`config.mk`:
```
export PLATFORM = sky130hd
export DESIGN_NAME = drsc_top
export DESIGN_NICKNAME = d
export VERILOG_FILES = /design/src/design/drsc_pkg.sv /design/src/design/drsc_cmp_if.sv /design/src/design/drsc_hyst_cmp.sv /design/src/design/drsc_top.sv
export SDC_FILE = /design/constraint.sdc
export NUM_CORES = 1
export LEC_CHECK = 0
export BUFFER_PORTS_ARGS = -buffer_cell sky130_fd_sc_hd__buf_2
export CAP_MARGIN = 20
export CORE_MARGIN = 1.5
export CORE_UTILIZATION = 40
export DETAILED_ROUTE_END_ITERATION = 12
export PLACE_DENSITY_LB_ADDON = 0.3
export SLEW_MARGIN = 5
export SYNTH_ARGS = -nofsm -noshare
export SYNTH_HDL_FRONTEND = slang
export SYNTH_SLANG_ARGS = --single-unit
```
`constraint.sdc`:
```
create_clock -name core_clk_i -period 4.11 [get_ports core_clk_i]
set_input_delay 0.2055 -clock core_clk_i [delete_from_list [all_inputs] [get_ports core_clk_i]]
set_output_delay 0.2055 -clock core_clk_i [all_outputs]
set_load 0.005 [all_outputs]
```
`src/design/drsc_pkg.sv`:
```
// constants and types shared by the status-output and start-control block
package drsc_pkg;
    // ==========================================================
    // percent quantities, in tenths of a percent
    localparam int          PCT_W        = 12;
    localparam logic [11:0] PCT_MAX      = 12'h7d0; // 200.0 %
    localparam logic [11:0] PCT_DEFAULT  = 12'h3e8; // 100.0 %
    localparam logic [11:0] PCT_ZERO     = 12'h000;

    // ==========================================================
    // function select codes, shared by digital output and relay
    localparam logic [3:0] FN_ENABLED    = 4'h0;
    localparam logic [3:0] FN_HEALTHY    = 4'h1;
    localparam logic [3:0] FN_AT_SPEED   = 4'h2;
    localparam logic [3:0] FN_SPEED_NZ   = 4'h3;
    localparam logic [3:0] FN_CMP_SPEED  = 4'h4;
    localparam logic [3:0] FN_CMP_TORQUE = 4'h5;
    localparam logic [3:0] FN_CMP_AIN2   = 4'h6;
    localparam logic [3:0] RELAY_FN_DEFAULT = FN_HEALTHY;

    // relay polarity
    localparam logic POL_NORMALLY_OPEN   = 1'b0;

    // ==========================================================
    // start mode codes: 0 edge, 1 auto-0, 2..6 auto with 1..5 retries
    localparam logic [2:0] START_EDGE    = 3'h0;
    localparam logic [2:0] START_AUTO0   = 3'h1;
    localparam logic [2:0] START_DEFAULT = START_AUTO0;
    localparam logic [2:0] START_MAX     = 3'h6;

    // ==========================================================
    // timing: one slow tick is 100 ms
    localparam int CLK_MHZ          = 200;
    localparam int TICK_MS          = 100;
    localparam int TICK_CYCLES      = TICK_MS * 1000 * CLK_MHZ;
    localparam int RETRY_INTERVAL_S = 20;
    localparam logic [9:0] RETRY_TICKS =
        10'(RETRY_INTERVAL_S * 1000 / TICK_MS);
    // hold time in ticks (tenths of a second)
    localparam logic [9:0] HOLD_MAX     = 10'h258; // 60.0 s
    localparam logic [9:0] HOLD_DEFAULT = 10'h002; // 0.2 s
    localparam logic [9:0] TICKS_ZERO   = 10'h000;

    // ==========================================================
    // sequencer states
    typedef enum logic [2:0] {
        SEQ_RESET = 3'b000,
        SEQ_ARM   = 3'b001,
        SEQ_IDLE  = 3'b010,
        SEQ_RUN   = 3'b011,
        SEQ_HOLD  = 3'b100,
        SEQ_FAULT = 3'b101
    } drsc_seq_t;
endpackage

```
`src/design/drsc_cmp_if.sv`:
```
// carrier between the top and a hysteresis comparator
`timescale 1ns/1ps
interface drsc_cmp_if;
    logic [11:0] value;
    logic [11:0] high_lim;
    logic [11:0] low_lim;
    logic        valid;
    logic        level;

    modport cmp  (input value, input high_lim, input low_lim,
                  input valid, output level);
    modport user (output value, output high_lim, output low_lim,
                  output valid, input level);
endinterface

```
`src/design/drsc_hyst_cmp.sv`:
```
// hysteresis comparator with limit clamping
`timescale 1ns/1ps
module drsc_hyst_cmp (
    // clock and reset
    input  wire logic  clk_i,
    input  wire logic  rst_i,
    // comparison port
    drsc_cmp_if.cmp    cmp
);
    // ==========================================================
    // limit clamping
    logic [11:0] high_c;
    logic [11:0] low_c;
    logic        level_q;
    logic        level_d;

    // high limit held to 200.0 %, low limit held to high limit
    assign high_c = (cmp.high_lim > drsc_pkg::PCT_MAX) ?
                    drsc_pkg::PCT_MAX : cmp.high_lim; // RULE5
    assign low_c  = (cmp.low_lim > high_c) ?
                    high_c : cmp.low_lim; // RULE13

    // ==========================================================
    // set above high, clear below low, else hold
    assign level_d = !cmp.valid ? level_q :
                     (cmp.value > high_c) ? 1'b1 :
                     (cmp.value < low_c)  ? 1'b0 : level_q;

    // output low from reset until a valid sample arrives
    always_ff @(posedge clk_i) begin
        if (rst_i) begin
            level_q <= 1'b0; // RULE14
        end else begin
            level_q <= level_d; // RULE1 RULE4
        end
    end

    assign cmp.level = level_q;
endmodule

```
`src/design/drsc_top.sv`:
```
// status outputs, zero-speed hold and start sequencer of a motor drive
// Notes on behaviour
// RULE1: digout codes 4-6: set above high limit, clear only below low limit.
// RULE2: relay codes: 0 running, 1 no fault, 2 at setpoint, 3 speed>0.
// RULE3: relay codes 4,5,6 compare speed, torque, second analog input.
// RULE4: relay comparator sets above relay high, clears below relay low.
// RULE5: high limits 0.0-200.0 %, default 100.0; low limits default 100.0.
// RULE6: relay polarity 0 closes contacts on logic one, 1 opens them.
// RULE7: on stop hold zero speed for hold time, then disable output.
// RULE8: edge mode: run input must open then close after reset.
// RULE9: auto mode default: start after reset whenever run input closed.
// RULE10: auto 1-5: after fault retry up to N times, 20 s apart.
// RULE11: restart counter cleared only by power-down reset.
// RULE12: standby permitted only while hold time is zero.
// RULE13: low limit above high limit is clamped to the high limit.
// RULE14: comparator outputs low after reset until first valid sample.
`timescale 1ns/1ps
module drsc_top #(
    parameter int TICK_CYCLES = drsc_pkg::TICK_CYCLES
) (
    // clock and reset
    input  wire logic        core_clk_i,
    input  wire logic        rst_i,
    // configuration
    input  wire logic [3:0]  digout_function_select_i,
    input  wire logic [11:0] digout_high_limit_i,
    input  wire logic [11:0] digout_low_limit_i,
    input  wire logic [3:0]  relay_function_select_i,
    input  wire logic [11:0] relay_high_limit_i,
    input  wire logic [11:0] relay_low_limit_i,
    input  wire logic        relay_polarity_i,
    input  wire logic [9:0]  zero_speed_hold_time_i,
    input  wire logic [2:0]  start_mode_select_i,
    // drive conditions, same clock
    input  wire logic [11:0] speed_pct_i,
    input  wire logic [11:0] torque_pct_i,
    input  wire logic [11:0] ain2_pct_i,
    input  wire logic        sample_valid_i,
    input  wire logic        at_setpoint_i,
    input  wire logic        fault_i,
    input  wire logic        fault_reset_i,
    // run input pin
    input  wire logic        run_input_i,
    // outputs
    output logic             digout_o,
    output logic             relay_contact_o,
    output logic             drive_run_o,
    output logic             zero_speed_hold_o,
    output logic [2:0]       restart_count_o,
    output logic             standby_allowed_o
);
    // ==========================================================
    // quantity selection for a comparator code
    function automatic logic [11:0] sel_qty(input logic [3:0] code,
                                             input logic [11:0] spd,
                                             input logic [11:0] trq,
                                             input logic [11:0] ain);
        case (code)
            drsc_pkg::FN_CMP_SPEED:  sel_qty = spd;
            drsc_pkg::FN_CMP_TORQUE: sel_qty = trq;
            default:                 sel_qty = ain;
        endcase
    endfunction

    function automatic logic is_cmp(input logic [3:0] code);
        is_cmp = (code >= drsc_pkg::FN_CMP_SPEED) &&
                 (code <= drsc_pkg::FN_CMP_AIN2);
    endfunction

    // ==========================================================
    // run input synchroniser; keeps tracking the pin through reset so
    // that a contact held closed is already seen when reset ends
    logic run_meta_q;
    logic run_sync_q;

    always_ff @(posedge core_clk_i) begin
        run_meta_q <= run_input_i;
        run_sync_q <= run_meta_q; // RULE8
    end

    // ==========================================================
    // slow tick generator
    logic [31:0] tick_cnt_q;
    logic        tick;

    assign tick = (tick_cnt_q == 32'(TICK_CYCLES - 1));

    always_ff @(posedge core_clk_i) begin
        if (rst_i) begin
            tick_cnt_q <= 32'h0;
        end else if (tick) begin
            tick_cnt_q <= 32'h0;
        end else begin
            tick_cnt_q <= tick_cnt_q + 32'h1;
        end
    end

    // ==========================================================
    // comparators
    drsc_cmp_if dig_cmp ();
    drsc_cmp_if rly_cmp ();

    assign dig_cmp.value    = sel_qty(digout_function_select_i,
                                      speed_pct_i, torque_pct_i,
                                      ain2_pct_i);
    assign dig_cmp.high_lim = digout_high_limit_i;
    assign dig_cmp.low_lim  = digout_low_limit_i;
    assign dig_cmp.valid    = sample_valid_i &&
                              is_cmp(digout_function_select_i); // RULE1
    assign rly_cmp.value    = sel_qty(relay_function_select_i,
                                      speed_pct_i, torque_pct_i,
                                      ain2_pct_i); // RULE3
    assign rly_cmp.high_lim = relay_high_limit_i;
    assign rly_cmp.low_lim  = relay_low_limit_i;
    assign rly_cmp.valid    = sample_valid_i &&
                              is_cmp(relay_function_select_i); // RULE4

    drsc_hyst_cmp u_dig_cmp (
        .clk_i (core_clk_i),
        .rst_i (rst_i),
        .cmp   (dig_cmp.cmp)
    );

    drsc_hyst_cmp u_rly_cmp (
        .clk_i (core_clk_i),
        .rst_i (rst_i),
        .cmp   (rly_cmp.cmp)
    );

    // ==========================================================
    // function mapping for both status outputs
    logic speed_nz;
    logic dig_level;
    logic rly_level;

    function automatic logic map_fn(input logic [3:0] code,
                                    input logic run,
                                    input logic flt,
                                    input logic at_sp,
                                    input logic nz,
                                    input logic cmp_lvl);
        case (code)
            drsc_pkg::FN_ENABLED:    map_fn = run;
            drsc_pkg::FN_HEALTHY:    map_fn = !flt;
            drsc_pkg::FN_AT_SPEED:   map_fn = at_sp;
            drsc_pkg::FN_SPEED_NZ:   map_fn = nz;
            drsc_pkg::FN_CMP_SPEED,
            drsc_pkg::FN_CMP_TORQUE,
            drsc_pkg::FN_CMP_AIN2:   map_fn = cmp_lvl;
            default:                 map_fn = 1'b0; // analog modes
        endcase
    endfunction

    assign speed_nz  = (speed_pct_i != drsc_pkg::PCT_ZERO);
    assign dig_level = map_fn(digout_function_select_i, drive_run_o,
                              fault_i, at_setpoint_i, speed_nz,
                              dig_cmp.level); // RULE1
    assign rly_level = map_fn(relay_function_select_i, drive_run_o,
                              fault_i, at_setpoint_i, speed_nz,
                              rly_cmp.level); // RULE2 RULE3

    // registered status outputs
    always_ff @(posedge core_clk_i) begin
        if (rst_i) begin
            digout_o        <= 1'b0;
            relay_contact_o <= drsc_pkg::POL_NORMALLY_OPEN;
        end else begin
            digout_o        <= dig_level;
            relay_contact_o <= rly_level ^ relay_polarity_i; // RULE6
        end
    end

    // ==========================================================
    // start sequencer decode
    drsc_pkg::drsc_seq_t state_q;
    drsc_pkg::drsc_seq_t state_d;
    logic [9:0]          timer_q;
    logic [9:0]          timer_d;
    logic [2:0]          retry_q;
    logic [2:0]          retry_d;
    logic [9:0]          hold_ticks;
    logic [2:0]          retry_max;
    logic                edge_mode;

    assign hold_ticks = (zero_speed_hold_time_i > drsc_pkg::HOLD_MAX) ?
                        drsc_pkg::HOLD_MAX : zero_speed_hold_time_i;
    assign edge_mode  = (start_mode_select_i == drsc_pkg::START_EDGE);
    assign retry_max  = (start_mode_select_i > drsc_pkg::START_AUTO0 &&
                         start_mode_select_i <= drsc_pkg::START_MAX) ?
                        (start_mode_select_i - drsc_pkg::START_AUTO0) :
                        3'h0;
    assign standby_allowed_o = (hold_ticks == drsc_pkg::TICKS_ZERO); // RULE12

    // next state
    always_comb begin
        state_d = state_q;
        timer_d = timer_q;
        retry_d = retry_q;
        case (state_q)
            drsc_pkg::SEQ_RESET: begin
                state_d = edge_mode ? drsc_pkg::SEQ_ARM
                                    : drsc_pkg::SEQ_IDLE; // RULE8 RULE9
            end
            drsc_pkg::SEQ_ARM: begin
                if (!run_sync_q) begin
                    state_d = drsc_pkg::SEQ_IDLE; // RULE8
                end
            end
            drsc_pkg::SEQ_IDLE: begin
                if (run_sync_q && !fault_i) begin
                    state_d = drsc_pkg::SEQ_RUN; // RULE9
                end
            end
            drsc_pkg::SEQ_RUN: begin
                if (fault_i) begin
                    state_d = drsc_pkg::SEQ_FAULT;
                    timer_d = drsc_pkg::TICKS_ZERO;
                end else if (!run_sync_q) begin
                    state_d = drsc_pkg::SEQ_HOLD;
                    timer_d = drsc_pkg::TICKS_ZERO;
                end
            end
            drsc_pkg::SEQ_HOLD: begin
                if (fault_i) begin
                    state_d = drsc_pkg::SEQ_FAULT;
                    timer_d = drsc_pkg::TICKS_ZERO;
                end else if (timer_q >= hold_ticks) begin
                    state_d = drsc_pkg::SEQ_IDLE; // RULE7
                end else if (tick) begin
                    timer_d = timer_q + 10'h1;
                end
            end
            drsc_pkg::SEQ_FAULT: begin
                if (fault_reset_i && !fault_i) begin
                    state_d = edge_mode ? drsc_pkg::SEQ_ARM
                                        : drsc_pkg::SEQ_IDLE;
                end else if (retry_q < retry_max) begin
                    if (timer_q >= drsc_pkg::RETRY_TICKS) begin
                        if (!fault_i && run_sync_q) begin
                            state_d = drsc_pkg::SEQ_RUN; // RULE10
                            retry_d = retry_q + 3'h1; // RULE11
                        end
                    end else if (tick) begin
                        timer_d = timer_q + 10'h1; // RULE10
                    end
                end
            end
            default: begin
                state_d = drsc_pkg::SEQ_RESET;
            end
        endcase
    end

    // state registers; retry count cleared only by power-on reset
    always_ff @(posedge core_clk_i) begin
        if (rst_i) begin
            state_q <= drsc_pkg::SEQ_RESET;
            timer_q <= drsc_pkg::TICKS_ZERO;
            retry_q <= 3'h0; // RULE11
        end else begin
            state_q <= state_d;
            timer_q <= timer_d;
            retry_q <= retry_d;
        end
    end

    // sequencer outputs
    always_ff @(posedge core_clk_i) begin
        if (rst_i) begin
            drive_run_o       <= 1'b0;
            zero_speed_hold_o <= 1'b0;
        end else begin
            drive_run_o       <= (state_d == drsc_pkg::SEQ_RUN) ||
                                 (state_d == drsc_pkg::SEQ_HOLD); // RULE7
            zero_speed_hold_o <= (state_d == drsc_pkg::SEQ_HOLD);
        end
    end

    assign restart_count_o = retry_q;
endmodule

```
==> results.md <==
Detailed routing:
- In the routed design, unresolved DRC markers number 0.
- In the routed layout, each cell is associated on average with a via count of 5.422.
- The final layout contains routed wiring with a total length of 14150 µm.
- The pre-antenna-repair detailed-routing pass consisted of 5 iterations.
- The via count of the routed design is 5536.
- The first routing iteration left 182 violations.
- Dividing the detail-routed wire length by the instance count gives 13.86 µm.
- The remaining antenna violation count after routing is 0.

Yosys:
- Counting flops with an async set or reset pin after synthesis yields a share of 0.
- In the post-synthesis netlist, the biggest area contributors are dfxtp_1, ha_1, nor2_1, a21oi_1, mux2i_1.
- The number of library cell types mapped by synthesis is 61.
- Of the synthesized area, sequential elements account for 0.2004.
- The commonest cells after synthesis are nor2_1, ha_1, a21oi_1.
- The average instance in the mapped netlist occupies 7.771 µm².
- In this run, synthesis produced a sequential element count of 56.
- Synthesis handed over a netlist of 720 instances.
- The largest total area in the synthesized netlist belongs to dfxtp_1.
- The top-area cell type share of the netlist area is 0.2004.
- Yosys printed 0 warnings.
- The cell with the most instances after synthesis is nor2_1.
- The number of flops mapped to enable cells by yosys is 0.
- The total standard cell area after synthesis is 5595 µm².
- The most used flip-flop cell after synthesis is dfxtp_1.

Global route:
- The number of global-route vias before repair is 4990.
- The combined global-route utilization of all metal layers is 0.1897.
- The total overflow left after global routing is 0.
- The first-pass GRT wire length is 22780 µm.
- The initial antenna violation count came to 0.
- Entering global routing, the biggest net connects 32 pins.

Setup path:
- For the worst flop-to-flop path, the logic depth is 8.
- The worst setup path is launched from an input port.
- The worst-case register-to-register setup slack is 1.51 ns.
- The kind of critical path is input port to flip-flop.
- Of all nets on the critical path, the largest fanout is 14.
- For the worst setup path, the data required time is 4.28 ns.
- The launch instance of the worst register-to-register path is tick_cnt_q[0].
- The critical path arrival is 3.93 ns.
- STA classifies the critical path endpoint as a flip-flop.
- The end of the worst register-to-register path is timer_q[6].

Die:
- The total number of placement rows is 43.
- For this configuration, the core starts out at a cell density of 0.4062.
- The total I/O pin count is 121.
- The floorplan core area is 13770 µm².
- Measured along the y axis, the die boundary spans 121.3 µm.
- The total die area is 14710 µm².
- Measured along the x axis, the die boundary spans 121.3 µm.

Min path:
- The hold path startpoint is run_input_i.
- Along the worst hold path, the cell count comes to 1.
- The path with the worst hold slack has its endpoint at run_meta_q.
- The type of the worst min-delay path is input port to flip-flop.

Clock tree:
- The later pin in the worst-skew pair is clocked with a latency of 0.29 ns.
- The clock tree from TritonCTS is built.
- Clock-pin slew was measured on the worst setup and hold paths at 0.07 ns.
- The clock sink total is 56.
- The H-tree depth reported by CTS is 2.
- For this design, the CTS-stage hold fixing added 0 buffers.
- In this run, CTS created clock tree buffers numbering 5.
- The longest clock path from root to sink contains 2 buffers.
- The tree is rooted in a clkbuf_16.

STA:
- Setup violations remaining at the end of the flow were counted as 0.
- The post-layout worst setup margin is 0.3494 ns.
- The number of pins with negative max-slew slack in the final report was 0.
- Static timing analysis puts the maximum clock frequency at 265.9 MHz.
- The total count of hold-check failures in the final report was 0.
- The clock period could shrink to 3.761 ns.
- The setup TNS after final layout is 0 ns.
- The largest clock skew in the final design is 0.004957 ns.
- Setup repair after global routing left no endpoint under its margin.
- The final critical-path share of the clock period is 0.9150.
- The slew at the pin with the worst max-slew slack is 0.7127 ns.
- The relative slew slack is 0.5212.

Power:
- Summed over all cells, the static leakage comes to 2.994 nW.
- The power density of the placed cells is 219.2 nW/µm².
- The largest voltage drop on the vdd net is 0.1414 mV.

Run status:
- The flow ran to the end, and the final reports show no timing, DRC or antenna violations.

Job:
- Max-cap violations in this run came to 0.

Layout:
- The net count of the finished layout is 1040.
- Of the cells placed in the final design, the portion with a size suffix greater than 1 is 0.1819.
- The filler cells instantiated in the layout total 1461.
- 0 antenna diodes ended up in the layout.
- The area growth from synthesis to layout is 18.43%.
- The post-route cell area is 6626 µm².
- Registers take 1121 µm².
- The multi-input combinational cells in the finished layout cover a total of 4372 µm².
- Measured on the finished design, the core utilization comes to 0.4811.

Placement:
- The total half-perimeter wirelength after legalization and detailed placement is 11630 µm.
- The instance area at placement is 6442 µm².
- The number of I/O port buffers is 120.
- Routability-driven placement finished with a final weighted congestion of 0.8384.
- Before CTS, the worst setup slack after placement is 0.001922 ns.
## cell usage in the layout, fill, tap and decap left out, types with 20 or more instances in the layout
master     n
dfxtp_1   56
a21oi_1   64
xor2_1    25
o21ai_0   33
nand3_1   28
nand4_1   20
mux2i_1   25
ha_1      86
nor2_1    99
inv_1     20
buf_2    120
nand2_1   57
## per-layer routing
layer | GRT usage | share of wire
met1 | 0.2465 | 0.48
met5 | 0 | 0
met3 | 0.02961 | 0.045
met2 | 0.3366 | 0.47
met4 | 0.02941 | 0.0074
## state kept, by name, indices dropped and copies added (netlist names)
register             count
run_meta_q               1
timer_q                 10
run_sync_q               1
tick_cnt_q              32
u_rly_cmp.cmp.level      1
state_q                  3
relay_contact_o          1
zero_speed_hold_o        1
drive_run_o              1
u_dig_cmp.cmp.level      1
digout_o                 1
restart_count_o          3
## stage by stage
stage / std cells / hold slack, ns / total power (W)
floorplan: 723 / 0.2332 / 0.0008603
global placement: 1013 / 0.3118 / 0.001019
detailed placement: 1013 / 0.3140 / 0.001022
CTS: 1020 / 0.01657 / 0.001459
global route: 1021 / 0.02029 / 0.001556
finish: 1021 / 0.02132 / 0.001453
## how the worst max path moves through the flow
| stage | startpoint | to | cells after the start |
|---|---|---|---|
| after CTS | digout_high_limit_i[0] | u_dig_cmp.cmp.level | 19 |
| final | digout_high_limit_i[1] | u_dig_cmp.cmp.level | 19 |
| after global placement | digout_high_limit_i[0] | u_dig_cmp.cmp.level | 19 |
| after detailed placement | digout_high_limit_i[0] | u_dig_cmp.cmp.level | 19 |
| after floorplan | digout_high_limit_i[0] | u_dig_cmp.cmp.level | 18 |
| after global routing | digout_high_limit_i[0] | u_dig_cmp.cmp.level | 19 |
## repair_timing
action	in CTS	in global routing
gates resized for setup	0	2
endpoints found under the setup margin	0	1
endpoints found under the hold margin	0	0
setup buffers	0	0
## cells by family (layout without fill, tap and decap cells)
kind of cell	after synthesis	after routing	share of synthesized area
xor+xnor	36	36	0.05635
compound gates	162	163	0.1805
mux	30	30	0.05881
buf+inv	39	156	0.02885
flops	56	56	0.2004
other cells	1	4	0.0006702
simple gates	308	308	0.2786
fa+ha+maj	88	88	0.1959
## worst max-delay path, stage by stage
cell and delay, ns:
buf_2 0.11, nor4_1 0.34, nand3b_1 0.11, a21oi_1 0.18, buf_4 0.18, nand2_1 0.08, ha_1 0.29, nand3_1 0.12
nor3_2 0.09, mux2_2 0.32, a221oi_4 0.37, buf_4 0.26, nor2b_1 0.06, a31oi_1 0.14, ha_1 0.26, a211o_1 0.29
a211o_1 0.29, a21oi_1 0.11, o21ai_0 0.09
## area by class of cell
class                      count  share of cell area
inverter                      20             0.01133
sequential                    56              0.1692
multi-input combinational    629              0.6597
tap                          180             0.03399
clock buffer                   7             0.02304
timing repair buffer         129              0.1027
## where the power goes
group,switching [W],internal (W),total [W]
Sequential,0.00000980,0.000552,0.000561
Combinational,0.000252,0.000205,0.000456
Clock,0.000179,0.000256,0.000435
(Power assumes the default switching activity.)
